[src/uwa_pkg.sv]
/*
 Shared constants and carrier types of the wake-source and bus-address block.
 Assumes a 20 MHz register clock and a register bus with 32-bit words.
*/
package uwa_pkg;
	// Register indices; the byte address is four times the index
	localparam logic [7:0] FLAGS_IDX = 8'ha0;
	localparam logic [7:0] MASK_IDX = 8'ha6;
	localparam logic [7:0] ADDR_IDX = 8'ha9;
	localparam logic [7:0] CTRL_IDX = 8'hb0;
	localparam int PADDR_W = 10;

	// Wake flag and mask field positions
	localparam int BIT_EXT = 0;
	localparam int BIT_RESUME = 1;
	localparam int BIT_RESET = 2;

	// Reset values and fixed read bits
	localparam logic [7:0] FLAGS_RESET = 8'h00;
	localparam logic [7:0] MASK_RESET = 8'hff;
	localparam logic [7:0] MASK_FIXED = 8'hf8;
	localparam logic [7:0] ADDR_RESET = 8'h00;
	localparam logic [7:0] ADDR_FIXED = 8'h80;
	localparam logic [7:0] CTRL_RESET = 8'h00;

	// Control register field positions
	localparam int CTRL_PD = 0;
	localparam int CTRL_SLEEP = 1;
	localparam int CTRL_SUSPEND = 2;
	localparam int CTRL_ADDR_EN = 3;
	localparam int CTRL_RING_ON = 4;
	localparam int CTRL_XTAL_ON = 5;

	// Bus-reset timing in bit times and the derived clock counts
	localparam int CLK_HZ = 20_000_000;
	localparam int FS_BIT_HZ = 12_000_000;
	localparam int LS_BIT_HZ = 1_500_000;
	localparam int FS_MIN_BITS = 32;
	localparam int FS_MAX_BITS = 64;
	localparam int LS_MIN_BITS = 4;
	localparam int LS_MAX_BITS = 8;
	localparam logic [6:0] FS_MIN_CYC = 7'((FS_MIN_BITS * CLK_HZ + FS_BIT_HZ - 1) / FS_BIT_HZ);
	localparam logic [6:0] FS_MAX_CYC = 7'((FS_MAX_BITS * CLK_HZ) / FS_BIT_HZ);
	localparam logic [6:0] LS_MIN_CYC = 7'((LS_MIN_BITS * CLK_HZ + LS_BIT_HZ - 1) / LS_BIT_HZ);
	localparam logic [6:0] LS_MAX_CYC = 7'((LS_MAX_BITS * CLK_HZ) / LS_BIT_HZ);

	// Bus data line pair
	typedef struct packed {
		logic dp;
		logic dm;
	} uwa_line_type;

	// Address load from the serial interface engine
	typedef struct packed {
		logic load;
		logic [6:0] value;
	} uwa_addr_load_type;

	// Oscillator enables toward the clock generator
	typedef struct packed {
		logic ring_en;
		logic xtal_en;
	} uwa_osc_type;
endpackage

[src/uwa_line_detect.sv]
/*
 Bus line watcher: single-ended-zero timer for bus reset and J-exit detect for resume.
 Assumes the line pair is already synchronous to pclk.
*/
`timescale 1ns/1ps
module uwa_line_detect (
	input wire logic pclk,
	input wire logic presetn,
	input wire uwa_pkg::uwa_line_type line,
	input wire logic low_speed,
	input wire logic suspend,
	output logic bus_reset_pulse,
	output logic resume_pulse
);
	logic se0;
	logic is_j;
	logic [6:0] min_cyc;
	logic [6:0] max_cyc;
	logic [6:0] run_q;
	logic prev_j_q;
	logic [6:0] chk_q;

	// Line state decode; J polarity depends on speed
	assign se0 = !line.dp && !line.dm;
	assign is_j = low_speed ? (!line.dp && line.dm) : (line.dp && !line.dm);
	assign min_cyc = low_speed ? uwa_pkg::LS_MIN_CYC : uwa_pkg::FS_MIN_CYC;
	assign max_cyc = low_speed ? uwa_pkg::LS_MAX_CYC : uwa_pkg::FS_MAX_CYC;

	// Single-ended-zero run length, saturating at the longest window
	always_ff @(posedge pclk or negedge presetn) begin
		if (!presetn) begin
			run_q <= 7'h00;
		end else if (!se0) begin
			run_q <= 7'h00;
		end else if (run_q != max_cyc) begin
			run_q <= run_q + 7'h01;
		end
	end

	// One pulse once the run reaches the shortest legal window
	assign bus_reset_pulse = se0 && (run_q == min_cyc - 7'h01);

	// Previous J state for the resume edge
	always_ff @(posedge pclk or negedge presetn) begin
		if (!presetn) begin
			prev_j_q <= 1'b1;
		end else begin
			prev_j_q <= is_j;
		end
	end

	// Leaving J only counts while suspended
	assign resume_pulse = suspend && prev_j_q && !is_j;

	// Independent run counter for checking only
	always_ff @(posedge pclk or negedge presetn) begin
		if (!presetn) begin
			chk_q <= 7'h00;
		end else if (!se0) begin
			chk_q <= 7'h00;
		end else if (chk_q != 7'h7f) begin
			chk_q <= chk_q + 7'h01;
		end
	end
endmodule

[src/uwa_wake_ctrl.sv]
/*
 Wake-source flags, wake mask, bus address and oscillator stop/restart, behind APB.
 Assumes a zero-wait APB master on pclk and line, token and load inputs synchronous to pclk.
*/
// Register access over APB was left to the implementer.
`timescale 1ns/1ps
module uwa_wake_ctrl (
	input wire logic pclk,
	input wire logic presetn,
	input wire logic psel,
	input wire logic penable,
	input wire logic pwrite,
	input wire logic [uwa_pkg::PADDR_W-1:0] paddr,
	input wire logic [31:0] pwdata,
	output logic [31:0] prdata,
	output logic pready,
	output logic pslverr,
	input wire uwa_pkg::uwa_line_type line,
	input wire logic low_speed,
	input wire logic disk_irq_flag,
	input wire logic gpio_irq_line,
	input wire uwa_pkg::uwa_addr_load_type addr_load,
	input wire logic token_valid,
	input wire logic [6:0] token_addr,
	output logic addr_match,
	output logic mcu_wake_irq_input,
	output uwa_pkg::uwa_osc_type osc,
	output logic xcvr_power_down
);
	typedef enum logic [1:0] {
		CLK_RUN,
		CLK_GATE_RING,
		CLK_STOPPED
	} uwa_clk_state_type;

	uwa_clk_state_type clk_state_q;
	logic [2:1] flags_q;
	logic [2:0] mask_q;
	logic [6:0] addr_q;
	logic pd_q;
	logic sleep_q;
	logic suspend_q;
	logic addr_en_q;
	logic [31:0] prdata_q;
	logic match_q;
	logic ext_bit;
	logic [2:0] unmasked;
	logic [2:1] flag_set;
	logic [2:1] flag_clr;
	logic bus_reset_pulse;
	logic resume_pulse;
	logic wr_en;
	logic mapped;
	logic wake_now;
	logic [31:0] rd_data;

	// Register hit for one index at its word address
	function automatic logic reg_hit(input logic [uwa_pkg::PADDR_W-1:0] a,
		input logic [7:0] idx);
		return a == {idx, 2'b00};
	endfunction

	// Line watcher for bus reset and resume
	uwa_line_detect u_detect (
		.pclk(pclk),
		.presetn(presetn),
		.line(line),
		.low_speed(low_speed),
		.suspend(suspend_q),
		.bus_reset_pulse(bus_reset_pulse),
		.resume_pulse(resume_pulse)
	);

	// APB handshake: zero wait, error on unmapped words
	assign mapped = reg_hit(paddr, uwa_pkg::FLAGS_IDX) || reg_hit(paddr, uwa_pkg::MASK_IDX) ||
		reg_hit(paddr, uwa_pkg::ADDR_IDX) || reg_hit(paddr, uwa_pkg::CTRL_IDX);
	assign pready = 1'b1;
	assign pslverr = psel && penable && !mapped;
	assign wr_en = psel && penable && pwrite && mapped;
	assign prdata = prdata_q;

	// External wake follows its two sources directly
	assign ext_bit = disk_irq_flag || gpio_irq_line;

	// Read view of every register
	always_comb begin
		rd_data = 32'h0000_0000;
		if (reg_hit(paddr, uwa_pkg::FLAGS_IDX)) begin
			rd_data[7:0] = {5'h00, flags_q, ext_bit};
		end else if (reg_hit(paddr, uwa_pkg::MASK_IDX)) begin
			rd_data[7:0] = uwa_pkg::MASK_FIXED | {5'h00, mask_q};
		end else if (reg_hit(paddr, uwa_pkg::ADDR_IDX)) begin
			rd_data[7:0] = uwa_pkg::ADDR_FIXED | {1'b0, addr_q};
		end else if (reg_hit(paddr, uwa_pkg::CTRL_IDX)) begin
			rd_data[uwa_pkg::CTRL_PD] = pd_q;
			rd_data[uwa_pkg::CTRL_SLEEP] = sleep_q;
			rd_data[uwa_pkg::CTRL_SUSPEND] = suspend_q;
			rd_data[uwa_pkg::CTRL_ADDR_EN] = addr_en_q;
			rd_data[uwa_pkg::CTRL_RING_ON] = osc.ring_en;
			rd_data[uwa_pkg::CTRL_XTAL_ON] = osc.xtal_en;
		end
	end

	// Read data captured in the setup cycle, stable through access
	always_ff @(posedge pclk or negedge presetn) begin
		if (!presetn) begin
			prdata_q <= 32'h0000_0000;
		end else if (psel && !penable && !pwrite) begin
			prdata_q <= rd_data;
		end
	end

	// Sticky flags: set events and write-one clears
	assign flag_set = {bus_reset_pulse, resume_pulse};
	assign flag_clr = (wr_en && reg_hit(paddr, uwa_pkg::FLAGS_IDX)) ? pwdata[2:1] : 2'b00;
	always_ff @(posedge pclk or negedge presetn) begin
		if (!presetn) begin
			flags_q <= uwa_pkg::FLAGS_RESET[2:1];
		end else begin
			flags_q <= flag_set | (flags_q & ~flag_clr);
		end
	end

	// Wake mask, one means blocked
	always_ff @(posedge pclk or negedge presetn) begin
		if (!presetn) begin
			mask_q <= uwa_pkg::MASK_RESET[2:0];
		end else if (wr_en && reg_hit(paddr, uwa_pkg::MASK_IDX)) begin
			mask_q <= pwdata[2:0];
		end
	end

	// Enabled sources ORed onto the wake interrupt
	assign unmasked = {flags_q, ext_bit} & ~mask_q;
	assign mcu_wake_irq_input = |unmasked;

	// Bus address: engine loads, bus reset clears, software writes ignored
	always_ff @(posedge pclk or negedge presetn) begin
		if (!presetn) begin
			addr_q <= uwa_pkg::ADDR_RESET[6:0];
		end else if (bus_reset_pulse) begin
			addr_q <= 7'h00;
		end else if (addr_load.load) begin
			addr_q <= addr_load.value;
		end
	end

	// Token address compare, gated by the enable
	always_ff @(posedge pclk or negedge presetn) begin
		if (!presetn) begin
			match_q <= 1'b0;
		end else begin
			match_q <= addr_en_q && token_valid && (token_addr == addr_q);
		end
	end
	assign addr_match = match_q;

	// Control bits; power-down drops when a wake restarts the clocks
	assign wake_now = (clk_state_q == CLK_STOPPED) && mcu_wake_irq_input;
	always_ff @(posedge pclk or negedge presetn) begin
		if (!presetn) begin
			pd_q <= uwa_pkg::CTRL_RESET[uwa_pkg::CTRL_PD];
			sleep_q <= uwa_pkg::CTRL_RESET[uwa_pkg::CTRL_SLEEP];
			suspend_q <= uwa_pkg::CTRL_RESET[uwa_pkg::CTRL_SUSPEND];
			addr_en_q <= uwa_pkg::CTRL_RESET[uwa_pkg::CTRL_ADDR_EN];
		end else if (wake_now) begin
			pd_q <= 1'b0;
		end else if (wr_en && reg_hit(paddr, uwa_pkg::CTRL_IDX)) begin
			pd_q <= pwdata[uwa_pkg::CTRL_PD];
			sleep_q <= pwdata[uwa_pkg::CTRL_SLEEP];
			suspend_q <= pwdata[uwa_pkg::CTRL_SUSPEND];
			addr_en_q <= pwdata[uwa_pkg::CTRL_ADDR_EN];
		end
	end

	// Transceiver off while suspended
	assign xcvr_power_down = suspend_q;

	// Oscillator sequencer: ring off first, then all off, wake restarts
	always_ff @(posedge pclk or negedge presetn) begin
		if (!presetn) begin
			clk_state_q <= CLK_RUN;
		end else begin
			unique case (clk_state_q)
				CLK_RUN: begin
					if (sleep_q && pd_q) begin
						clk_state_q <= CLK_GATE_RING;
					end
				end
				CLK_GATE_RING: begin
					clk_state_q <= CLK_STOPPED;
				end
				CLK_STOPPED: begin
					if (mcu_wake_irq_input) begin
						clk_state_q <= CLK_RUN;
					end
				end
				default: begin
					clk_state_q <= CLK_RUN;
				end
			endcase
		end
	end

	// Enables decoded from the sequencer state
	assign osc.ring_en = (clk_state_q == CLK_RUN);
	assign osc.xtal_en = (clk_state_q != CLK_STOPPED);
endmodule

[config.mk]
export PLATFORM = sky130hd
export DESIGN_NAME = uwa_wake_ctrl
export DESIGN_NICKNAME = d
export VERILOG_FILES = /design/src/uwa_pkg.sv /design/src/uwa_line_detect.sv /design/src/uwa_wake_ctrl.sv
export SDC_FILE = /design/constraint.sdc
export NUM_CORES = 1
export LEC_CHECK = 0
export BUFFER_PORTS_ARGS = -buffer_cell sky130_fd_sc_hd__buf_2
export CAP_MARGIN = 40
export CORE_MARGIN = 4
export CORE_UTILIZATION = 40
export CTS_BUF_LIST = sky130_fd_sc_hd__clkbuf_4
export DETAILED_ROUTE_END_ITERATION = 10
export PLACE_DENSITY = 0.82
export SETUP_SLACK_MARGIN = 0.15
export SYNTH_ARGS = -nofsm -noshare
export SYNTH_HDL_FRONTEND = slang
export SYNTH_SLANG_ARGS = --single-unit
[constraint.sdc]
create_clock -name pclk -period 2 [get_ports pclk]
set_input_delay 0.3 -clock pclk [delete_from_list [all_inputs] [get_ports pclk]]
set_output_delay 0.3 -clock pclk [all_outputs]
set_load 0.005 [all_outputs]
==> flow_summary_export.csv <==
group,metric,value,unit
place,place_inst,343,
synth,synthCells,213,
synth,netlist_top_cells_area,"dfrtp_1, buf_4, dfstp_2, mux2i_1, nor2_1",
pwr,p_per_area,519.9,nW/um^2
critical_path,crit_path_start_kind,"input pin",
floorplanning,die_h,80.23,microns
status,status,"finished, final reports clean",
synth,netlist_area,2087,sq um
clock_tree,cts_tree,"built",
floorplanning,die_x,80.23,microns
detailed_routing,routed-wl-met2,2396,microns
detailed_routing,wl_per_cell,13.35,microns
timing,setup_ws,0.1878,ns
clock_tree,numClockSinks,35,
timing,rsz0062_at_grt,"no",
synth,synth_ff_type,"dfrtp_1",
detailed_routing,ant_nets,0,
timing,fin_tns_setup,0,ns
detailed_routing,wl,4699,microns
clock_tree,cts.clk_slew.worst_paths,0.10,ns
global_route,grt_max_degree,36,
final_layout,layout.nets,352,
clock_tree,holdBufCountCts,0,
synth,synth_seq_cells,35,
final_layout,nFillCells,508,
detailed_routing,wl_met3,262,microns
final_layout,seqCellArea,880.8,sq um
critical_path,worst_ep_required_time,2.23,ns
final_layout,stdcell_count,352,
floorplanning,die_area,6437,sq um
detailed_routing,drt_first_pass_iters,4,
place,place_hpwl,3788,microns
place,gp_congestion,0.8818,
timing,period_minus_slack,1.812,ns
clock_tree,cts-buffers-inserted,5,
synth,synth_top_area_share,37.17,%
synth,ys.warnings.count,0,
clock_tree,insertion_delay,0.33,ns
global_route,grt.overflow.total,0,
clock_tree,cts.path.max_buffers,2,
floorplanning,row_count,26,
pwr,p_leak,1.180,nW
synth,async_flop_share,100.0,%
synth,ys_types,49,
critical_path,crit_path_end_kind,"flip-flop",
worst_hold_path,min_path_type,"in2async",
final_layout,antennaDiodeCount,0,
flow_run,maxCapViolCount,0,
synth,synth-edff-count,0,
synth,yosysSeqAreaShare,42.21,%
final_layout,multi_input_comb_area,1062,sq um
global_route,grt_util_all_layers,15.13,%
timing,relSlewSlack,48.72,%
critical_path,crit_type,"in2reg",
clock_tree,h-tree-depth,2,
pwr,fin_total_pwr,1.299,mW
floorplanning,core,5075,sq um
place,place_ws,-0.1755,ns
synth,avgSynthCellArea,9.798,sq um
global_route,antenna_found_initial,0,
detailed_routing,viasPerCell,4.903,
final_layout,drive_above_1_share,33.33,%
place,port_buffers,53,
detailed_routing,drc,0,
critical_path,critPathArrivalTime,2.04,ns
synth,synth_common_cells,"dfrtp_1, buf_4, nor2_1, nand2_1",
timing,clock.fmax,551.8,MHz
global_route,grt_pass1_vias,1663,
timing,period_share,90.61,%
detailed_routing,wl_met1,2009,microns
critical_path,cp_max_fo,3,
synth,yosysTopAreaCell,"dfrtp_1",
final_layout,area_growth,19.72,%
synth,yosysMostFrequentCell,"dfrtp_1",
timing,worst_pin_slew,0.7692,ns
floorplanning,start_util,41.12,%
detailed_routing,vias,1726,
timing,finalMaxSlewViolations,0,
timing,skew,0.007503,ns
pwr,max-vdd-ir-drop,0.2163,mV
detailed_routing,drt_iter0_markers,72,
timing,hold_viol,0,
detailed_routing,routed.top_layer,"met4",
clock_tree,cts-root-buf,"clkbuf_4",
global_route,grt_pass1_wl,7610,microns
floorplanning,ioPinCount,107,
timing,setup_viol,0,
==> flip-flops by register name (all words and copies together) (netlist names) <==
register / count
flags_q: 2
sleep_q: 1
prdata: 8
u_detect.prev_j_q: 1
u_detect.run_q: 7
addr_en_q: 1
mask_q: 3
addr_match: 1
xcvr_power_down: 1
pd_q: 1
clk_state_q: 2
addr_q: 7
==> final cells by class <==
class	count	area share [%]
clock buffers	6	1.803
clock inverters	2	0.3005
inverters	6	0.9014
multi-input cells	163	42.51
flip-flops and latches	35	35.25
well taps	70	3.505
repair buffers	70	15.72
==> layer usage <==
metal,vias up,track usage [%]
li1,845,-
met1,822,18.71
met2,54,25.91
met3,5,3.924
met4,0,4.223
met5,-,0
==> critical path: stages <==
cell and delay (ns):
buf_2 0.11, or4b_4 0.53, or4_4 0.57, a21oi_4 0.21
mux2_4 0.32
==> through the flow <==
step / area, sq um / hold WS [ns] / utilization [%]
detailed placement: 2432 / 0.4190 / 47.93
CTS: 2485 / 0.04923 / 48.96
global placement: 2432 / 0.4035 / 47.93
finish: 2499 / 0.02296 / 49.24
global route: 2499 / 0.07530 / 49.24
floorplan: 2173 / 0.004409 / -
==> cells by family after synthesis <==
kind of cell | synth area share, %
compound gates | 10.79
xor+xnor | 4.616
fa+ha+maj | 1.799
buf+inv | 11.33
flops | 42.21
mux | 7.614
other cells | 0.3598
simple gates | 21.28
==> power by group <==
group	leakage (nW)	internal, mW	switching, mW	total [mW]
sequential	0.451	0.728	0.0202	0.749
combinational	0.698	0.0847	0.0936	0.178
clock	0.0307	0.144	0.228	0.372
total	1.18	0.957	0.342	1.30
==> repair_timing <==
item,CTS,global route
gates resized for setup,0,2
buffers inserted,0,1
endpoints found under the setup margin,0,1
==> placed cells by master, fill, tap and decap left out, types with 2 or more instances in the layout <==
| cell type | n |
|---|---|
| buf_2 | 53 |
| mux2_2 | 3 |
| nor2_1 | 17 |
| conb_1 | 25 |
| ha_1 | 3 |
| nand2b_1 | 6 |
| dfstp_2 | 4 |
| or2_2 | 2 |
| nor4bb_1 | 2 |
| nor3_1 | 2 |
| or4_1 | 2 |
| and3_1 | 3 |
| clkinv_1 | 2 |
| clkbuf_4 | 6 |
| nor2b_1 | 2 |
| dfrtp_1 | 31 |
| nor4_1 | 3 |
| o22ai_1 | 2 |
| o22a_1 | 2 |
| a22oi_1 | 5 |
| inv_1 | 6 |
| nand4_1 | 3 |
| mux2_4 | 3 |
| mux2i_1 | 8 |
| o211ai_1 | 2 |
| or4_4 | 2 |
| nand3_1 | 6 |
| o21ai_0 | 7 |
| a21oi_1 | 6 |
| xor2_1 | 4 |
| o31ai_1 | 2 |
| xnor2_1 | 7 |
| nand2_1 | 15 |
| buf_4 | 17 |
==> final timing paths <==
path,from,end,slack [ns],depth (start not counted)
min reg2reg,prdata[7],prdata[7],0.48,2
max reg2reg,u_detect.run_q[0],u_detect.run_q[1],0.36,6
max,paddr[1],addr_en_q,0.19,5
min,presetn,addr_q[3],0.02,1
max in group asynchronous,presetn,u_detect.run_q[2],1.48,1
min in group pclk,line[1],u_detect.prev_j_q,0.17,2
Power figures use the tool's default switching activity.
